===== src/verilog/rcw_pkg.sv =====
`default_nettype none

package rcw_pkg;

    // -----------------------------------------------------------------
    // Register map
    // -----------------------------------------------------------------
    localparam logic [7:0] ADR_WDCTRL = 8'h00;
    localparam logic [7:0] ADR_FLAGS = 8'h04;
    localparam logic [7:0] ADR_REFCTRL = 8'h08;
    localparam logic [7:0] ADR_RESTART = 8'h0C;
    localparam logic [7:0] ADR_STATUS = 8'h10;

    // -----------------------------------------------------------------
    // Field positions and reset values
    // -----------------------------------------------------------------
    localparam int WD_CE_BIT = 4;
    localparam int WD_EN_BIT = 3;
    localparam int WD_PER_W = 3;
    localparam logic [2:0] WD_PER_RST = 3'h0;
    localparam int FLG_POR = 0;
    localparam int FLG_EXT = 1;
    localparam int FLG_BOD = 2;
    localparam int FLG_WDOG = 3;
    localparam int FLG_TAP = 4;
    localparam int FLG_W = 5;
    localparam logic [4:0] FLG_POR_ONLY = 5'h01;
    localparam int REF_CMP_BIT = 0;
    localparam int REF_CONV_BIT = 1;
    localparam int ST_WDEN = 0;
    localparam int ST_LVL2 = 1;
    localparam int ST_BG = 2;
    localparam int ST_BODTRIP = 3;
    localparam int ST_INRST = 4;
    localparam logic [1:0] BOD_FUSE_OFF = 2'h3;
    localparam int CLOCK_SOURCE_FUSE_XTAL_BIT = 3;

    // -----------------------------------------------------------------
    // Synchroniser lanes
    // -----------------------------------------------------------------
    localparam int SY_POR = 0;
    localparam int SY_EXT = 1;
    localparam int SY_TAP = 2;
    localparam int SY_BOD = 3;
    localparam int SY_OSC = 4;
    localparam int SY_W = 5;

    // -----------------------------------------------------------------
    // Timing
    // -----------------------------------------------------------------
    localparam int CLK_PERIOD_NS = 4;
    localparam int CE_WINDOW_CYC = 4;
    localparam int BOD_MIN_NS = 2000;
    localparam int BOD_MIN_CYC = (BOD_MIN_NS + CLK_PERIOD_NS - 1) / CLK_PERIOD_NS;

    typedef enum logic [1:0] {
        RS_HOLD = 2'b00,
        RS_COUNT = 2'b01,
        RS_RUN = 2'b11
    } rcw_rst_state_t;

endpackage : rcw_pkg

`default_nettype wire


===== src/verilog/rcw_reset_ctrl.sv =====
// Behaviour
// - During reset all registers return to initial values; release starts vector fetch; here the reset-cause flags keep their values through it.
// - Any reset source forces the I/O reset at once, without a clock; brown-out and watchdog here act only on clock edges.
// - After all sources clear, reset stretches by a fuse-selected delay count.
// - Power-on, pin, watchdog, brown-out and test-port resets combine into one.
// - A low reset pin resets the device even with no clock running.
// - Pin release starts the delay counter; processor runs after timeout.
// - Power-on release starts the delay; supply drop reasserts reset instantly.
// - Enabled brown-out asserts reset at once, releases through the delay; here reset follows only after the BOD_MIN_CYC filter.
// - Brown-out is reported only when the dip outlasts the minimum time.
// - Watchdog expiry gives a one-cycle pulse; delay starts after it falls.
// - Reset holds while the test-port reset bit is one.
// - Bandgap on if brown-out enabled, comparator select set, or converter on; here it is off while a power-on, pin or test-port reset is held.
// - Watchdog counts edges of its own separate 1 MHz oscillator.
// - Watchdog counter clears on restart, when disabled, and on chip reset.
// - Eight timeout periods; expiry without restart resets the device.
// - Always-on fuse picks safety level 1 or 2 and start state.
// - In level 1 writing enable one enables without any sequence.
// - New values written with change-enable clear are taken only within four cycles.
// - Change-enable clears by itself four cycles after being set.
// - In level 2 enable reads one and cannot be cleared.
// - Period select gives 16K to 2048K oscillator cycles, doubling each step.
//
// The APB interface to the registers and the address map are this design's own decisions.

`default_nettype none

module rcw_reset_ctrl #(
    parameter int unsigned DLY_SHORT_CYC = 16,
    parameter int unsigned DLY_MID_CYC = 1024,
    parameter int unsigned DLY_LONG_CYC = 16384,
    parameter int unsigned DLY_OSC_CYC = 64,
    parameter int unsigned WDOG_BASE_OSC = 16384
) (
    // Clock and reset
    input wire logic clk_i,
    input wire logic rst_b_i,
    // Reset sources
    input wire logic por_active_i,
    input wire logic ext_reset_b_i,
    input wire logic bod_low_i,
    input wire logic tap_reset_i,
    // Fuses
    input wire logic [1:0] startup_time_fuse_i,
    input wire logic [3:0] clock_source_fuse_i,
    input wire logic [1:0] brownout_level_fuse_i,
    input wire logic wdog_always_on_fuse_i,
    // Watchdog oscillator
    input wire logic wdog_osc_i,
    // APB slave
    input wire logic [7:0] paddr_i,
    input wire logic psel_i,
    input wire logic penable_i,
    input wire logic pwrite_i,
    input wire logic [31:0] pwdata_i,
    output logic [31:0] prdata_o,
    output logic pready_o,
    output logic pslverr_o,
    // System outputs
    output logic sys_reset_o,
    output logic vector_fetch_o,
    output logic bandgap_on_o
);
    import rcw_pkg::*;

    // -----------------------------------------------------------------
    // Declarations
    // -----------------------------------------------------------------
    logic hard_rst_b;
    logic [SY_W-1:0] sync_in;
    logic [SY_W-1:0] sync_m_q;
    logic [SY_W-1:0] sync_q;
    logic [1:0] rel_q;
    rcw_rst_state_t rst_st_q;
    logic [23:0] dly_cnt_q;
    logic [23:0] dly_tgt;
    logic stretch_q;
    logic vec_q;
    logic src_act;
    logic bod_en;
    logic [15:0] bod_cnt_q;
    logic bod_trip_q;
    logic lvl2;
    logic wd_en_q;
    logic wd_en_eff;
    logic [WD_PER_W-1:0] wd_per_q;
    logic ce_q;
    logic [1:0] ce_tmr_q;
    logic restart_q;
    logic osc_d_q;
    logic osc_edge;
    logic [21:0] wd_cnt_q;
    logic [21:0] wd_lim;
    logic wdog_fire_q;
    logic cmp_bg_q;
    logic conv_en_q;
    logic bandgap_q;
    logic [FLG_W-1:0] flags_q;
    logic [FLG_W-1:0] flg_set;
    logic [FLG_W-1:0] flg_d;
    logic pready_q;
    logic pslverr_q;
    logic [31:0] prdata_q;
    logic [31:0] rd_d;
    logic acc_first;
    logic wr_acc;
    logic wr_ctrl;
    logic open_seq;
    logic w_ce;
    logic w_en;

    function automatic logic rcw_mapped(input logic [7:0] a);
        rcw_mapped = (a == ADR_WDCTRL) || (a == ADR_FLAGS) || (a == ADR_REFCTRL)
            || (a == ADR_RESTART) || (a == ADR_STATUS);
    endfunction : rcw_mapped

    // Startup delay chosen by the startup-time and clock-source fuses.
    function automatic logic [23:0] rcw_dly(input logic [1:0] startup_time_fuse, input logic [3:0] cks);
        logic [23:0] base;
        base = 24'(DLY_LONG_CYC);
        case (startup_time_fuse)
            2'h0: base = 24'(DLY_SHORT_CYC);
            2'h1: base = 24'(DLY_MID_CYC);
            default: base = 24'(DLY_LONG_CYC);
        endcase
        if (cks[CLOCK_SOURCE_FUSE_XTAL_BIT]) begin
            base = base + 24'(DLY_OSC_CYC);
        end
        rcw_dly = base;
    endfunction : rcw_dly

    // -----------------------------------------------------------------
    // Source combination and synchronisers
    // -----------------------------------------------------------------
    // The raw sources act as an asynchronous reset so that the pin,
    // power-on and test-port resets work with the clock stopped.
    assign hard_rst_b = rst_b_i & ~por_active_i & ext_reset_b_i & ~tap_reset_i;

    assign sync_in[SY_POR] = por_active_i;
    assign sync_in[SY_EXT] = ~ext_reset_b_i;
    assign sync_in[SY_TAP] = tap_reset_i;
    assign sync_in[SY_BOD] = bod_low_i;
    assign sync_in[SY_OSC] = wdog_osc_i;

    always_ff @(posedge clk_i or negedge rst_b_i) begin
        if (!rst_b_i) begin
            sync_m_q <= '0;
            sync_q <= '0;
        end else begin
            sync_m_q <= sync_in;
            sync_q <= sync_m_q;
        end
    end

    // -----------------------------------------------------------------
    // Brown-out filter
    // -----------------------------------------------------------------
    assign bod_en = (brownout_level_fuse_i != BOD_FUSE_OFF);

    always_ff @(posedge clk_i or negedge rst_b_i) begin
        if (!rst_b_i) begin
            bod_cnt_q <= '0;
            bod_trip_q <= 1'b0;
        end else if (!bod_en || !sync_q[SY_BOD]) begin
            bod_cnt_q <= '0;
            bod_trip_q <= 1'b0;
        end else if (bod_cnt_q == 16'(BOD_MIN_CYC - 1)) begin
            bod_trip_q <= 1'b1;
        end else begin
            bod_cnt_q <= bod_cnt_q + 16'h0001;
        end
    end

    // -----------------------------------------------------------------
    // Reset stretch
    // -----------------------------------------------------------------
    assign dly_tgt = rcw_dly(startup_time_fuse_i, clock_source_fuse_i);
    assign src_act = !rel_q[1] || bod_trip_q || wdog_fire_q;

    always_ff @(posedge clk_i or negedge hard_rst_b) begin
        if (!hard_rst_b) begin
            rel_q <= 2'b00;
            rst_st_q <= RS_HOLD;
            dly_cnt_q <= '0;
            stretch_q <= 1'b1;
            vec_q <= 1'b0;
        end else begin
            rel_q <= {rel_q[0], 1'b1};
            vec_q <= 1'b0;
            case (rst_st_q)
                RS_HOLD: begin
                    stretch_q <= 1'b1;
                    dly_cnt_q <= '0;
                    if (!src_act) begin
                        rst_st_q <= RS_COUNT;
                    end
                end
                RS_COUNT: begin
                    if (src_act) begin
                        rst_st_q <= RS_HOLD;
                        dly_cnt_q <= '0;
                    end else if (dly_cnt_q == dly_tgt - 24'h000001) begin
                        rst_st_q <= RS_RUN;
                        stretch_q <= 1'b0;
                        vec_q <= 1'b1;
                    end else begin
                        dly_cnt_q <= dly_cnt_q + 24'h000001;
                    end
                end
                RS_RUN: begin
                    if (src_act) begin
                        rst_st_q <= RS_HOLD;
                        stretch_q <= 1'b1;
                    end
                end
                default: begin
                    rst_st_q <= RS_HOLD;
                    stretch_q <= 1'b1;
                end
            endcase
        end
    end

    // -----------------------------------------------------------------
    // APB slave
    // -----------------------------------------------------------------
    // One wait state: pready rises in the second access cycle, which
    // gives read data a full cycle from the address decode.
    assign acc_first = psel_i && penable_i && !pready_q;
    assign wr_acc = psel_i && penable_i && pready_q && pwrite_i;
    assign wr_ctrl = wr_acc && (paddr_i == ADR_WDCTRL);
    assign w_ce = pwdata_i[WD_CE_BIT];
    assign w_en = pwdata_i[WD_EN_BIT];
    assign open_seq = wr_ctrl && w_ce && w_en;

    always_comb begin
        rd_d = 32'h00000000;
        case (paddr_i)
            ADR_WDCTRL: begin
                rd_d[WD_CE_BIT] = ce_q;
                rd_d[WD_EN_BIT] = wd_en_eff;
                rd_d[WD_PER_W-1:0] = wd_per_q;
            end
            ADR_FLAGS: rd_d[FLG_W-1:0] = flags_q;
            ADR_REFCTRL: begin
                rd_d[REF_CMP_BIT] = cmp_bg_q;
                rd_d[REF_CONV_BIT] = conv_en_q;
            end
            ADR_STATUS: begin
                rd_d[ST_WDEN] = wd_en_eff;
                rd_d[ST_LVL2] = lvl2;
                rd_d[ST_BG] = bandgap_q;
                rd_d[ST_BODTRIP] = bod_trip_q;
                rd_d[ST_INRST] = stretch_q;
            end
            default: rd_d = 32'h00000000;
        endcase
    end

    always_ff @(posedge clk_i or negedge rst_b_i) begin
        if (!rst_b_i) begin
            pready_q <= 1'b0;
            pslverr_q <= 1'b0;
            prdata_q <= '0;
        end else begin
            pready_q <= acc_first;
            if (acc_first) begin
                pslverr_q <= !rcw_mapped(paddr_i);
                prdata_q <= pwrite_i ? 32'h00000000 : rd_d;
            end
        end
    end

    // -----------------------------------------------------------------
    // Reset cause flags (write zero to clear)
    // -----------------------------------------------------------------
    assign flg_set[FLG_POR] = sync_q[SY_POR];
    assign flg_set[FLG_EXT] = sync_q[SY_EXT];
    assign flg_set[FLG_BOD] = bod_trip_q;
    assign flg_set[FLG_WDOG] = wdog_fire_q;
    assign flg_set[FLG_TAP] = sync_q[SY_TAP];

    always_comb begin
        flg_d = flags_q;
        if (wr_acc && (paddr_i == ADR_FLAGS)) begin
            flg_d = flg_d & pwdata_i[FLG_W-1:0];
        end
        // A cause that arrives with the clearing write is kept.
        flg_d = flg_d | flg_set;
        if (flg_set[FLG_POR]) begin
            flg_d = FLG_POR_ONLY;
        end
    end

    always_ff @(posedge clk_i or negedge rst_b_i) begin
        if (!rst_b_i) begin
            flags_q <= FLG_POR_ONLY;
        end else begin
            flags_q <= flg_d;
        end
    end

    // -----------------------------------------------------------------
    // Watchdog control and timed sequence
    // -----------------------------------------------------------------
    assign lvl2 = wdog_always_on_fuse_i;
    assign wd_en_eff = wd_en_q || lvl2;

    always_ff @(posedge clk_i or negedge hard_rst_b) begin
        if (!hard_rst_b) begin
            wd_en_q <= 1'b0;
            wd_per_q <= WD_PER_RST;
            ce_q <= 1'b0;
            ce_tmr_q <= '0;
        end else if (stretch_q) begin
            wd_en_q <= 1'b0;
            wd_per_q <= WD_PER_RST;
            ce_q <= 1'b0;
            ce_tmr_q <= '0;
        end else begin
            if (open_seq) begin
                ce_q <= 1'b1;
                ce_tmr_q <= 2'(CE_WINDOW_CYC - 1);
                wd_en_q <= 1'b1;
            end else if (ce_q) begin
                if (ce_tmr_q == 2'h0) begin
                    ce_q <= 1'b0;
                end else begin
                    ce_tmr_q <= ce_tmr_q - 2'h1;
                end
            end
            if (wr_ctrl && !w_ce && ce_q) begin
                wd_per_q <= pwdata_i[WD_PER_W-1:0];
                if (!lvl2) begin
                    wd_en_q <= w_en;
                end
            end else if (wr_ctrl && !w_ce && w_en) begin
                wd_en_q <= 1'b1;
            end
        end
    end

    always_ff @(posedge clk_i or negedge hard_rst_b) begin
        if (!hard_rst_b) begin
            restart_q <= 1'b0;
            cmp_bg_q <= 1'b0;
            conv_en_q <= 1'b0;
            bandgap_q <= 1'b0;
        end else begin
            restart_q <= wr_acc && (paddr_i == ADR_RESTART);
            if (stretch_q) begin
                cmp_bg_q <= 1'b0;
                conv_en_q <= 1'b0;
            end else if (wr_acc && (paddr_i == ADR_REFCTRL)) begin
                cmp_bg_q <= pwdata_i[REF_CMP_BIT];
                conv_en_q <= pwdata_i[REF_CONV_BIT];
            end
            bandgap_q <= bod_en || cmp_bg_q || conv_en_q;
        end
    end

    // -----------------------------------------------------------------
    // Watchdog counter
    // -----------------------------------------------------------------
    // Counting oscillator edges on the system clock needs the system
    // clock to run well above the oscillator rate.
    assign osc_edge = sync_q[SY_OSC] && !osc_d_q;
    assign wd_lim = (22'(WDOG_BASE_OSC) << wd_per_q) - 22'h000001;

    always_ff @(posedge clk_i or negedge hard_rst_b) begin
        if (!hard_rst_b) begin
            osc_d_q <= 1'b0;
            wd_cnt_q <= '0;
            wdog_fire_q <= 1'b0;
        end else begin
            osc_d_q <= sync_q[SY_OSC];
            wdog_fire_q <= 1'b0;
            if (stretch_q || !wd_en_eff || restart_q) begin
                wd_cnt_q <= '0;
            end else if (osc_edge) begin
                if (wd_cnt_q == wd_lim) begin
                    wd_cnt_q <= '0;
                    wdog_fire_q <= 1'b1;
                end else begin
                    wd_cnt_q <= wd_cnt_q + 22'h000001;
                end
            end
        end
    end

    // -----------------------------------------------------------------
    // Outputs
    // -----------------------------------------------------------------
    assign prdata_o = prdata_q;
    assign pready_o = pready_q;
    assign pslverr_o = pslverr_q;
    assign sys_reset_o = stretch_q;
    assign vector_fetch_o = vec_q;
    assign bandgap_on_o = bandgap_q;
endmodule : rcw_reset_ctrl

`default_nettype wire


===== config.mk =====
export PLATFORM = sky130hd
export DESIGN_NAME = rcw_reset_ctrl
export DESIGN_NICKNAME = d
export VERILOG_FILES = /design/src/verilog/rcw_pkg.sv /design/src/verilog/rcw_reset_ctrl.sv
export SDC_FILE = /design/constraint.sdc
export NUM_CORES = 1
export LEC_CHECK = 0
export BUFFER_PORTS_ARGS = -buffer_cell sky130_fd_sc_hd__buf_2
export CAP_MARGIN = 20
export CORE_UTILIZATION = 55
export CTS_BUF_LIST = sky130_fd_sc_hd__clkbuf_8
export CTS_CLUSTER_SIZE = 10
export DETAILED_ROUTE_END_ITERATION = 8
export PLACE_DENSITY = 0.78
export SYNTH_ARGS = -nofsm -noshare
export SYNTH_HDL_FRONTEND = slang
export SYNTH_SLANG_ARGS = --single-unit

===== constraint.sdc =====
create_clock -name clk_i -period 22.7 [get_ports clk_i]
set_clock_uncertainty 0.15 [all_clocks]
set_input_delay 1.135 -clock clk_i [delete_from_list [all_inputs] [get_ports clk_i]]
set_output_delay 1.135 -clock clk_i [all_outputs]
set_load 0.03 [all_outputs]

==> key figures, run 1 <==
Run status
  – Status: finished, final reports clean

Die
  – Floorplan row count: 37
  – Die Y: 104 µm
  – # IOs: between 90 and 100
  – Die width: 104 µm
  – Die area: ~11,000 µm²
  – Core area: ~10,000 µm²
  – Starting Density: 0.564

STA
  – Setup TNS: 0 ps
  – Crit path time final: about 3500 ps
  – Fmax achieved: slightly below 300 MHz
  – Max_slew headroom: 0.421
  – Period utilisation layout: 0.153
  – RSZ-0062 raised after global routing: no
  – Final hold vios: 0
  – Max Slew Vio Count: 0
  – Worst-margin pin slew: 868 ps
  – Final setup fails: 0

Synth
  – EDFF count, synth: 0
  – Synth cell types: 62
  – Mapped Area: 5770 µm²
  – Most used flip-flop cell after synthesis: dfrtp_1
  – Synth Area per Inst: ~9.0 µm²
  – Post-synthesis sequential area ratio: 0.452
  – Yosys reg bits: ~100
  – Cell count after synthesis: 638
  – Async SR Flop Fraction: 1.00
  – Synth Warn #: 0

Power and ir drop
  – Clock network power share: 0.343
  – P_sw: just under 0.09 mW
  – Internal Power: roughly 0.24 mW
  – Power Density: roughly 53 nW/µm²
  – Comb pwr share: 0.073
  – Maximum VDD drop: ~45 µV
  – Leak: about 2.6 nW
  – Flop pwr share: 0.584
  – Net Sw Frac: 0.273

Clock tree
  – TritonCTS clock tree: yes
  – CTS Buf Count: 9
  – Worst-Skew Late Latency: around 380 ps
  – Clock sinks: 104
  – Post-CTS Setup Bufs: 0
  – Post-CTS Hold Buffers: 0
  – Worst-case clock buffer depth: 2
  – Clock root cell: clkbuf_8
  – Worst-path clk slew: 100 ps
  – H-tree depth: 3
  – # resized after CTS: 0

Drt
  – Via/cell ratio: between 5 and 6
  – Post-route ant nets: 0
  – WL final: 11.8 mm
  – Initial DRC Count: around 180
  – Vias: around 4,700
  – DR DRC count: 0
  – Drt pass-1 iters: 5
  – WL/cell: 14.7 µm

Place
  – Input/output buffers: 38
  – DP HPWL: ~8.3 mm
  – RD Place Congestion: around 0.85

Setup path
  – Reg2Reg Capture Point: wd_cnt_q[10]
  – Reg2reg path depth: 8
  – Critical R2R Launch: wd_per_q[1]
  – CP required: approximately 23,000 ps
  – Crit path DAT: ~3600 ps
  – Internal reg-to-reg setup slack: roughly 19,000 ps
  – Critical path class: input pin to register
  – CP startpoint kind: input pin
  – Crit end category: register
  – CP max FO: 20
  – Crit path launch: startup_time_fuse_i[1]
  – Worst setup path endpoint: dly_cnt_q[22]

Global route
  – Vias in the first global route: roughly 4,500
  – First-pass GRT wire length: 20.2 mm
  – Initial antenna violation count: 0
  – Largest net degree at the start of global routing: 66
  – Overall routing resource usage: 0.229
  – GRT overflow: 0

Layout
  – Sequential Area: about 2600 µm²
  – Final core utilization: 0.597
  – Area taken by multi-input logic gates: 2830 µm²
  – Fillers: slightly above 900
  – Share of layout cells above drive strength 1: 0.114
  – Area delta synth->final: 5.83%
  – N_diodes: 0
  – Final #Nets: 725

Worst hold path
  – Hold Crit Class: register to register

Job
  – Maxcap violations: 0
power by group through the flow:
stage / Clock (mW) / Combinational (mW) / Sequential (mW)
floorplan: 0 / 0.0196 / 0.193
global placement: 0 / 0.0232 / 0.193
detailed placement: 0 / 0.0238 / 0.193
CTS: 0.114 / 0.0238 / 0.189
global route: 0.122 / 0.0262 / 0.190
finish: 0.111 / 0.0237 / 0.189
how the worst min path moves through the flow:
stage                startpoint         to  depth (start not counted)
floorplan              rel_q[0]   rel_q[1]                          0
global placement       rel_q[0]   rel_q[1]                          0
detailed placement  sync_m_q[1]  sync_q[1]                          0
CTS                 sync_m_q[1]  sync_q[1]                          0
global route           rel_q[0]   rel_q[1]                          0
finish              sync_m_q[2]  sync_q[2]                          0
per-layer routing:
| layer | up-vias | track usage | part of all wire |
|---|---|---|---|
| met4 | 0 | 0.0878 | 0.021 |
| met5 | - | 0 | 0 |
| met2 | 84 | 0.389 | 0.50 |
| met3 | 24 | 0.0439 | 0.032 |
| met1 | 2299 | 0.288 | 0.45 |
| li1 | 2271 | - | - |
stage by stage:
stage / worst slack [ps] / total power [mW] / instance area [µm²] / hold WS, ps / instances
2_1_floorplan: 12000 / 0.213 / 5870 / 181 / 664
3_3_place_gp: 18880 / 0.216 / 5910 / 183 / 784
3_5_place_dp: 18850 / 0.217 / 5910 / 186 / 784
4_1_cts: 19250 / 0.328 / 6100 / 211 / 800
5_1_grt: 19050 / 0.338 / 6110 / 220 / 801
6_report: 19230 / 0.324 / 6110 / 207 / 801
critical path: stages:
cell      delay [ps]
buf_2            140
or2_2            300
ha_1             260
or3_1            380
a211oi_1         320
o221ai_2         220
o31ai_2          240
buf_4            290
nand2b_1         190
o21ai_0          100
flip-flops by register name, indices dropped and copies added (netlist names), 2 cells and up:
signal / cells
dly_cnt_q: 24
wd_per_q: 3
bod_cnt_q: 16
rst_st_q: 2
wd_cnt_q: 22
ce_tmr_q: 2
sync_q: 5
sync_m_q: 5
rel_q: 2
prdata_o: 5
flags_q: 5
cells by family after synthesis:
group                      share of synthesized area
other                                        0.00130
muxes                                         0.0213
DFF                                            0.452
xor gates and xnor gates                      0.0334
AOI/OAI and AO/OA                              0.153
buffers and inverters                         0.0757
and+or+nand+nor                                0.250
adders and majority gates                     0.0130
cell usage after synthesis, drive strengths merged (7+ instances only):
library cell,number,area share
mux2i,10,0.017
o21ai,41,0.036
o22a,10,0.015
nor2,51,0.033
dfrtp,102,0.44
nand4,17,0.018
clkbuf,20,0.013
a31oi,16,0.017
xor2,13,0.020
o31ai,10,0.014
nor2b,11,0.012
nand3,44,0.039
inv,23,0.015
nand2,71,0.046
buf,37,0.048
or3,16,0.017
nor3,12,0.012
nand2b,7,0.0076
a21oi,29,0.025
and3,11,0.012
xnor2,9,0.014
cell type report:
cell class                      instances  share of cell area
Multi-Input combinational cell        480               0.464
Sequential cell                       104               0.427
Inverter                               23              0.0141
Tap cell                              136              0.0279
Clock buffer                            9              0.0203
Clock inverter                          7              0.0113
Timing Repair Buffer                   42              0.0361
placed cells by master, fill, tap and decap left out, drive strengths merged, types with 4 or more instances in the layout:
cell / Yosys / routed
nor4: 6 / 6
mux2i: 10 / 10
xor2: 13 / 13
nand2b: 7 / 7
ha: 6 / 6
or4: 5 / 5
a31oi: 16 / 16
inv: 23 / 24
nand4: 17 / 17
buf: 37 / 42
and4: 6 / 6
nor2: 51 / 51
clkbuf: 20 / 9
o21ai: 41 / 41
nor3: 12 / 12
clkinv: 0 / 4
dfrtp: 102 / 102
nand2: 71 / 71
and3: 11 / 11
nor3b: 4 / 4
or3: 16 / 16
xnor2: 9 / 9
conb: 2 / 28
or2: 4 / 4
o22a: 10 / 10
a211oi: 6 / 6
nor4b: 4 / 4
a21oi: 29 / 29
nor2b: 11 / 11
nand3: 44 / 44
o31ai: 10 / 10
Power figures use the tool's default switching activity.
==> run 2, diff against run 1 <==
==> constraint.sdc (replaced) <==
create_clock -name clk_i -period 3.4 [get_ports clk_i]
set_clock_uncertainty 0.15 [all_clocks]
set_input_delay 0.17 -clock clk_i [delete_from_list [all_inputs] [get_ports clk_i]]
set_output_delay 0.17 -clock clk_i [all_outputs]
set_load 0.03 [all_outputs]
==> run 2 against run 1 <==
Effect of this change:
- combinational power increased to 7.4 times the previous value
- worst hold slack got worse by 180 ps
- sequential share of layout area decreased by 1.6 points
- critical endpoint is now wd_cnt_q[18]
- total power increased to 6.9 times the previous value
- largest power group unchanged
- via count increased by 4.3%
- non-clock buffer count increased by 23
- largest cell class unchanged
- worst setup slack got worse by 19000 ps
==> key figures, run 2 (synthesis results as in run 1) <==
Run status
  – Status: finished, final reports clean

Clock tree
  – Clock root cell: clkbuf_8
  – Worst-Skew Late Latency: about 380 ps
  – CTS Buf Count: 9
  – Worst-case clock buffer depth: 2
  – Worst-path clk slew: 100 ps
  – TritonCTS clock tree: yes
  – H-tree depth: 3
  – Post-CTS Setup Bufs: 0
  – Clock sinks: approximately 100

STA
  – Crit path time final: 3010 ps
  – Setup TNS: 0 ps
  – Worst-margin pin slew: 833 ps
  – Period utilisation layout: 0.885
  – Fmax achieved: approximately 330 MHz
  – Final setup fails: 0
  – RSZ-0062 raised after global routing: no
  – Final hold vios: 0
  – Max Slew Vio Count: 0
  – Worst hold slack: between 20 and 30 ps
  – Max_slew headroom: 0.445

Global route
  – Largest net degree at the start of global routing: 66
  – Initial antenna violation count: 0
  – Overall routing resource usage: 0.247
  – GRT overflow: 0
  – Vias in the first global route: between 4,000 and 5,000
  – First-pass GRT wire length: 22.0 mm

Layout
  – Fillers: 826
  – Commonest cells after routing, fill and taps aside: dfrtp_1 (102), nand2_1 (71), nor2_1 (51)
  – Area delta synth->final: 9.85%
  – Largest register FFs: 24
  – Final #Nets: 748
  – Commonest non-fill, non-tap cell in the layout: dfrtp_1
  – Reg with most FFs: dly_cnt_q
  – Largest registers: dly_cnt_q (24), wd_cnt_q (22), bod_cnt_q (16)
  – Share of layout cells above drive strength 1: 0.121
  – N_diodes: 0

Power and ir drop
  – Clock network power share: 0.356
  – Design Power: between 2 and 2.5 mW
  – Net Sw Frac: 0.260
  – Power Density: approximately 350 nW/µm²
  – Internal Power: about 1.7 mW
  – Maximum VDD drop: 265 µV
  – Comb pwr share: 0.079
  – Flop pwr share: 0.565
  – Leak: 2.70 nW
  – P_sw: 0.583 mW

Drt
  – Drt pass-1 iters: 5
  – WL/cell: 15.4 µm
  – DR DRC count: 0
  – Post-route ant nets: 0
  – Vias: 4,878
  – Initial DRC Count: between 300 and 400
  – WL final: roughly 13 mm
  – Via/cell ratio: 5.92

Setup path
  – CP startpoint kind: register
  – CP required: 3500 ps
  – CP max FO: 11
  – Crit path DAT: 3100 ps
  – Crit end category: register
  – Critical path class: register to register
  – Internal reg-to-reg setup slack: 390 ps

Job
  – Maxcap violations: 0

Die
  – Die Y: ~100 µm
  – Core area: approximately 10,000 µm²
  – Die area: 10,900 µm²
  – Die width: roughly 100 µm
  – Starting Density: 0.564
  – Floorplan row count: 37
  – # IOs: 96

Place
  – RD Place Congestion: between 0.8 and 0.9
  – Input/output buffers: 38
  – DP HPWL: between 8 and 9 mm

Worst hold path
  – Hold Crit Class: input pin to register
run 2: cell types whose count changed in the layout (fill, tap and decap cells not counted), moves of 2 or more:
cell,change
buf_4,+7
clkinvlp_4,-2
dlygate4sd3_1,+16
inv_6,+2
run 2: worst paths after layout:
check / from / endpoint / cells after the start
min in group asynchronous: rst_b_i / sync_q[4] / 3
worst max-delay path: wd_per_q[0] / wd_cnt_q[18] / 9
worst max register to register: wd_per_q[0] / wd_cnt_q[18] / 9
worst min-delay path: wdog_always_on_fuse_i / wd_en_q / 3
max in group asynchronous: rst_b_i / dly_cnt_q[6] / 5
worst min register to register: sync_m_q[3] / sync_q[3] / 0
run 2: worst max-delay path: stages, from the launching register on:
cell      delay (ps)
dfrtp_1          510
or3_1            360
ha_1             270
xnor2_1          210
xnor2_1           90
or3_1            360
a2111o_1         440
buf_4            200
a31oi_1          190
mux2i_1          120
run 2: layout make-up:
cell class | instances | area (µm²) | share of cell area
multi-input cells | 480 | 2840 | 0.448
flip-flops and latches | 104 | 2610 | 0.411
clock buffers | 9 | 124 | 0.0195
clock inverters | 7 | 78.8 | 0.0124
inverters | 23 | 86.3 | 0.0136
well taps | 136 | 170 | 0.0269
repair buffers | 65 | 433 | 0.0683
run 2: what timing repair did:
action | CTS | global route
hold buffers | 16 | 0
gates resized for setup | 0 | 0
hold endpoints to repair | 58 | 0
run 2: power by group through the flow:
stage | Combinational [mW] | Sequential (mW) | Clock (mW)
floorplan | 0.132 | 1.29 | 0
global placement | 0.157 | 1.29 | 0
detailed placement | 0.160 | 1.29 | 0
CTS | 0.175 | 1.26 | 0.811
global route | 0.194 | 1.27 | 0.851
finish | 0.176 | 1.27 | 0.798
run 2: routing by layer:
| metal | up-vias | GRT usage | share of wire |
|---|---|---|---|
| met5 | - | 0 | 0 |
| met4 | 0 | 0.108 | 0.022 |
| met3 | 31 | 0.0320 | 0.043 |
| met2 | 151 | 0.419 | 0.51 |
| met1 | 2370 | 0.315 | 0.43 |
| li1 | 2326 | - | - |
run 2: through the flow:
step	instances	util	area [µm²]	worst slack, ps
after floorplan	664	-	5880	241
after global placement	792	0.584	5970	536
after detailed placement	792	0.584	5970	440
after CTS	824	0.619	6340	416
after global routing	824	0.619	6340	269
final	824	0.619	6340	390
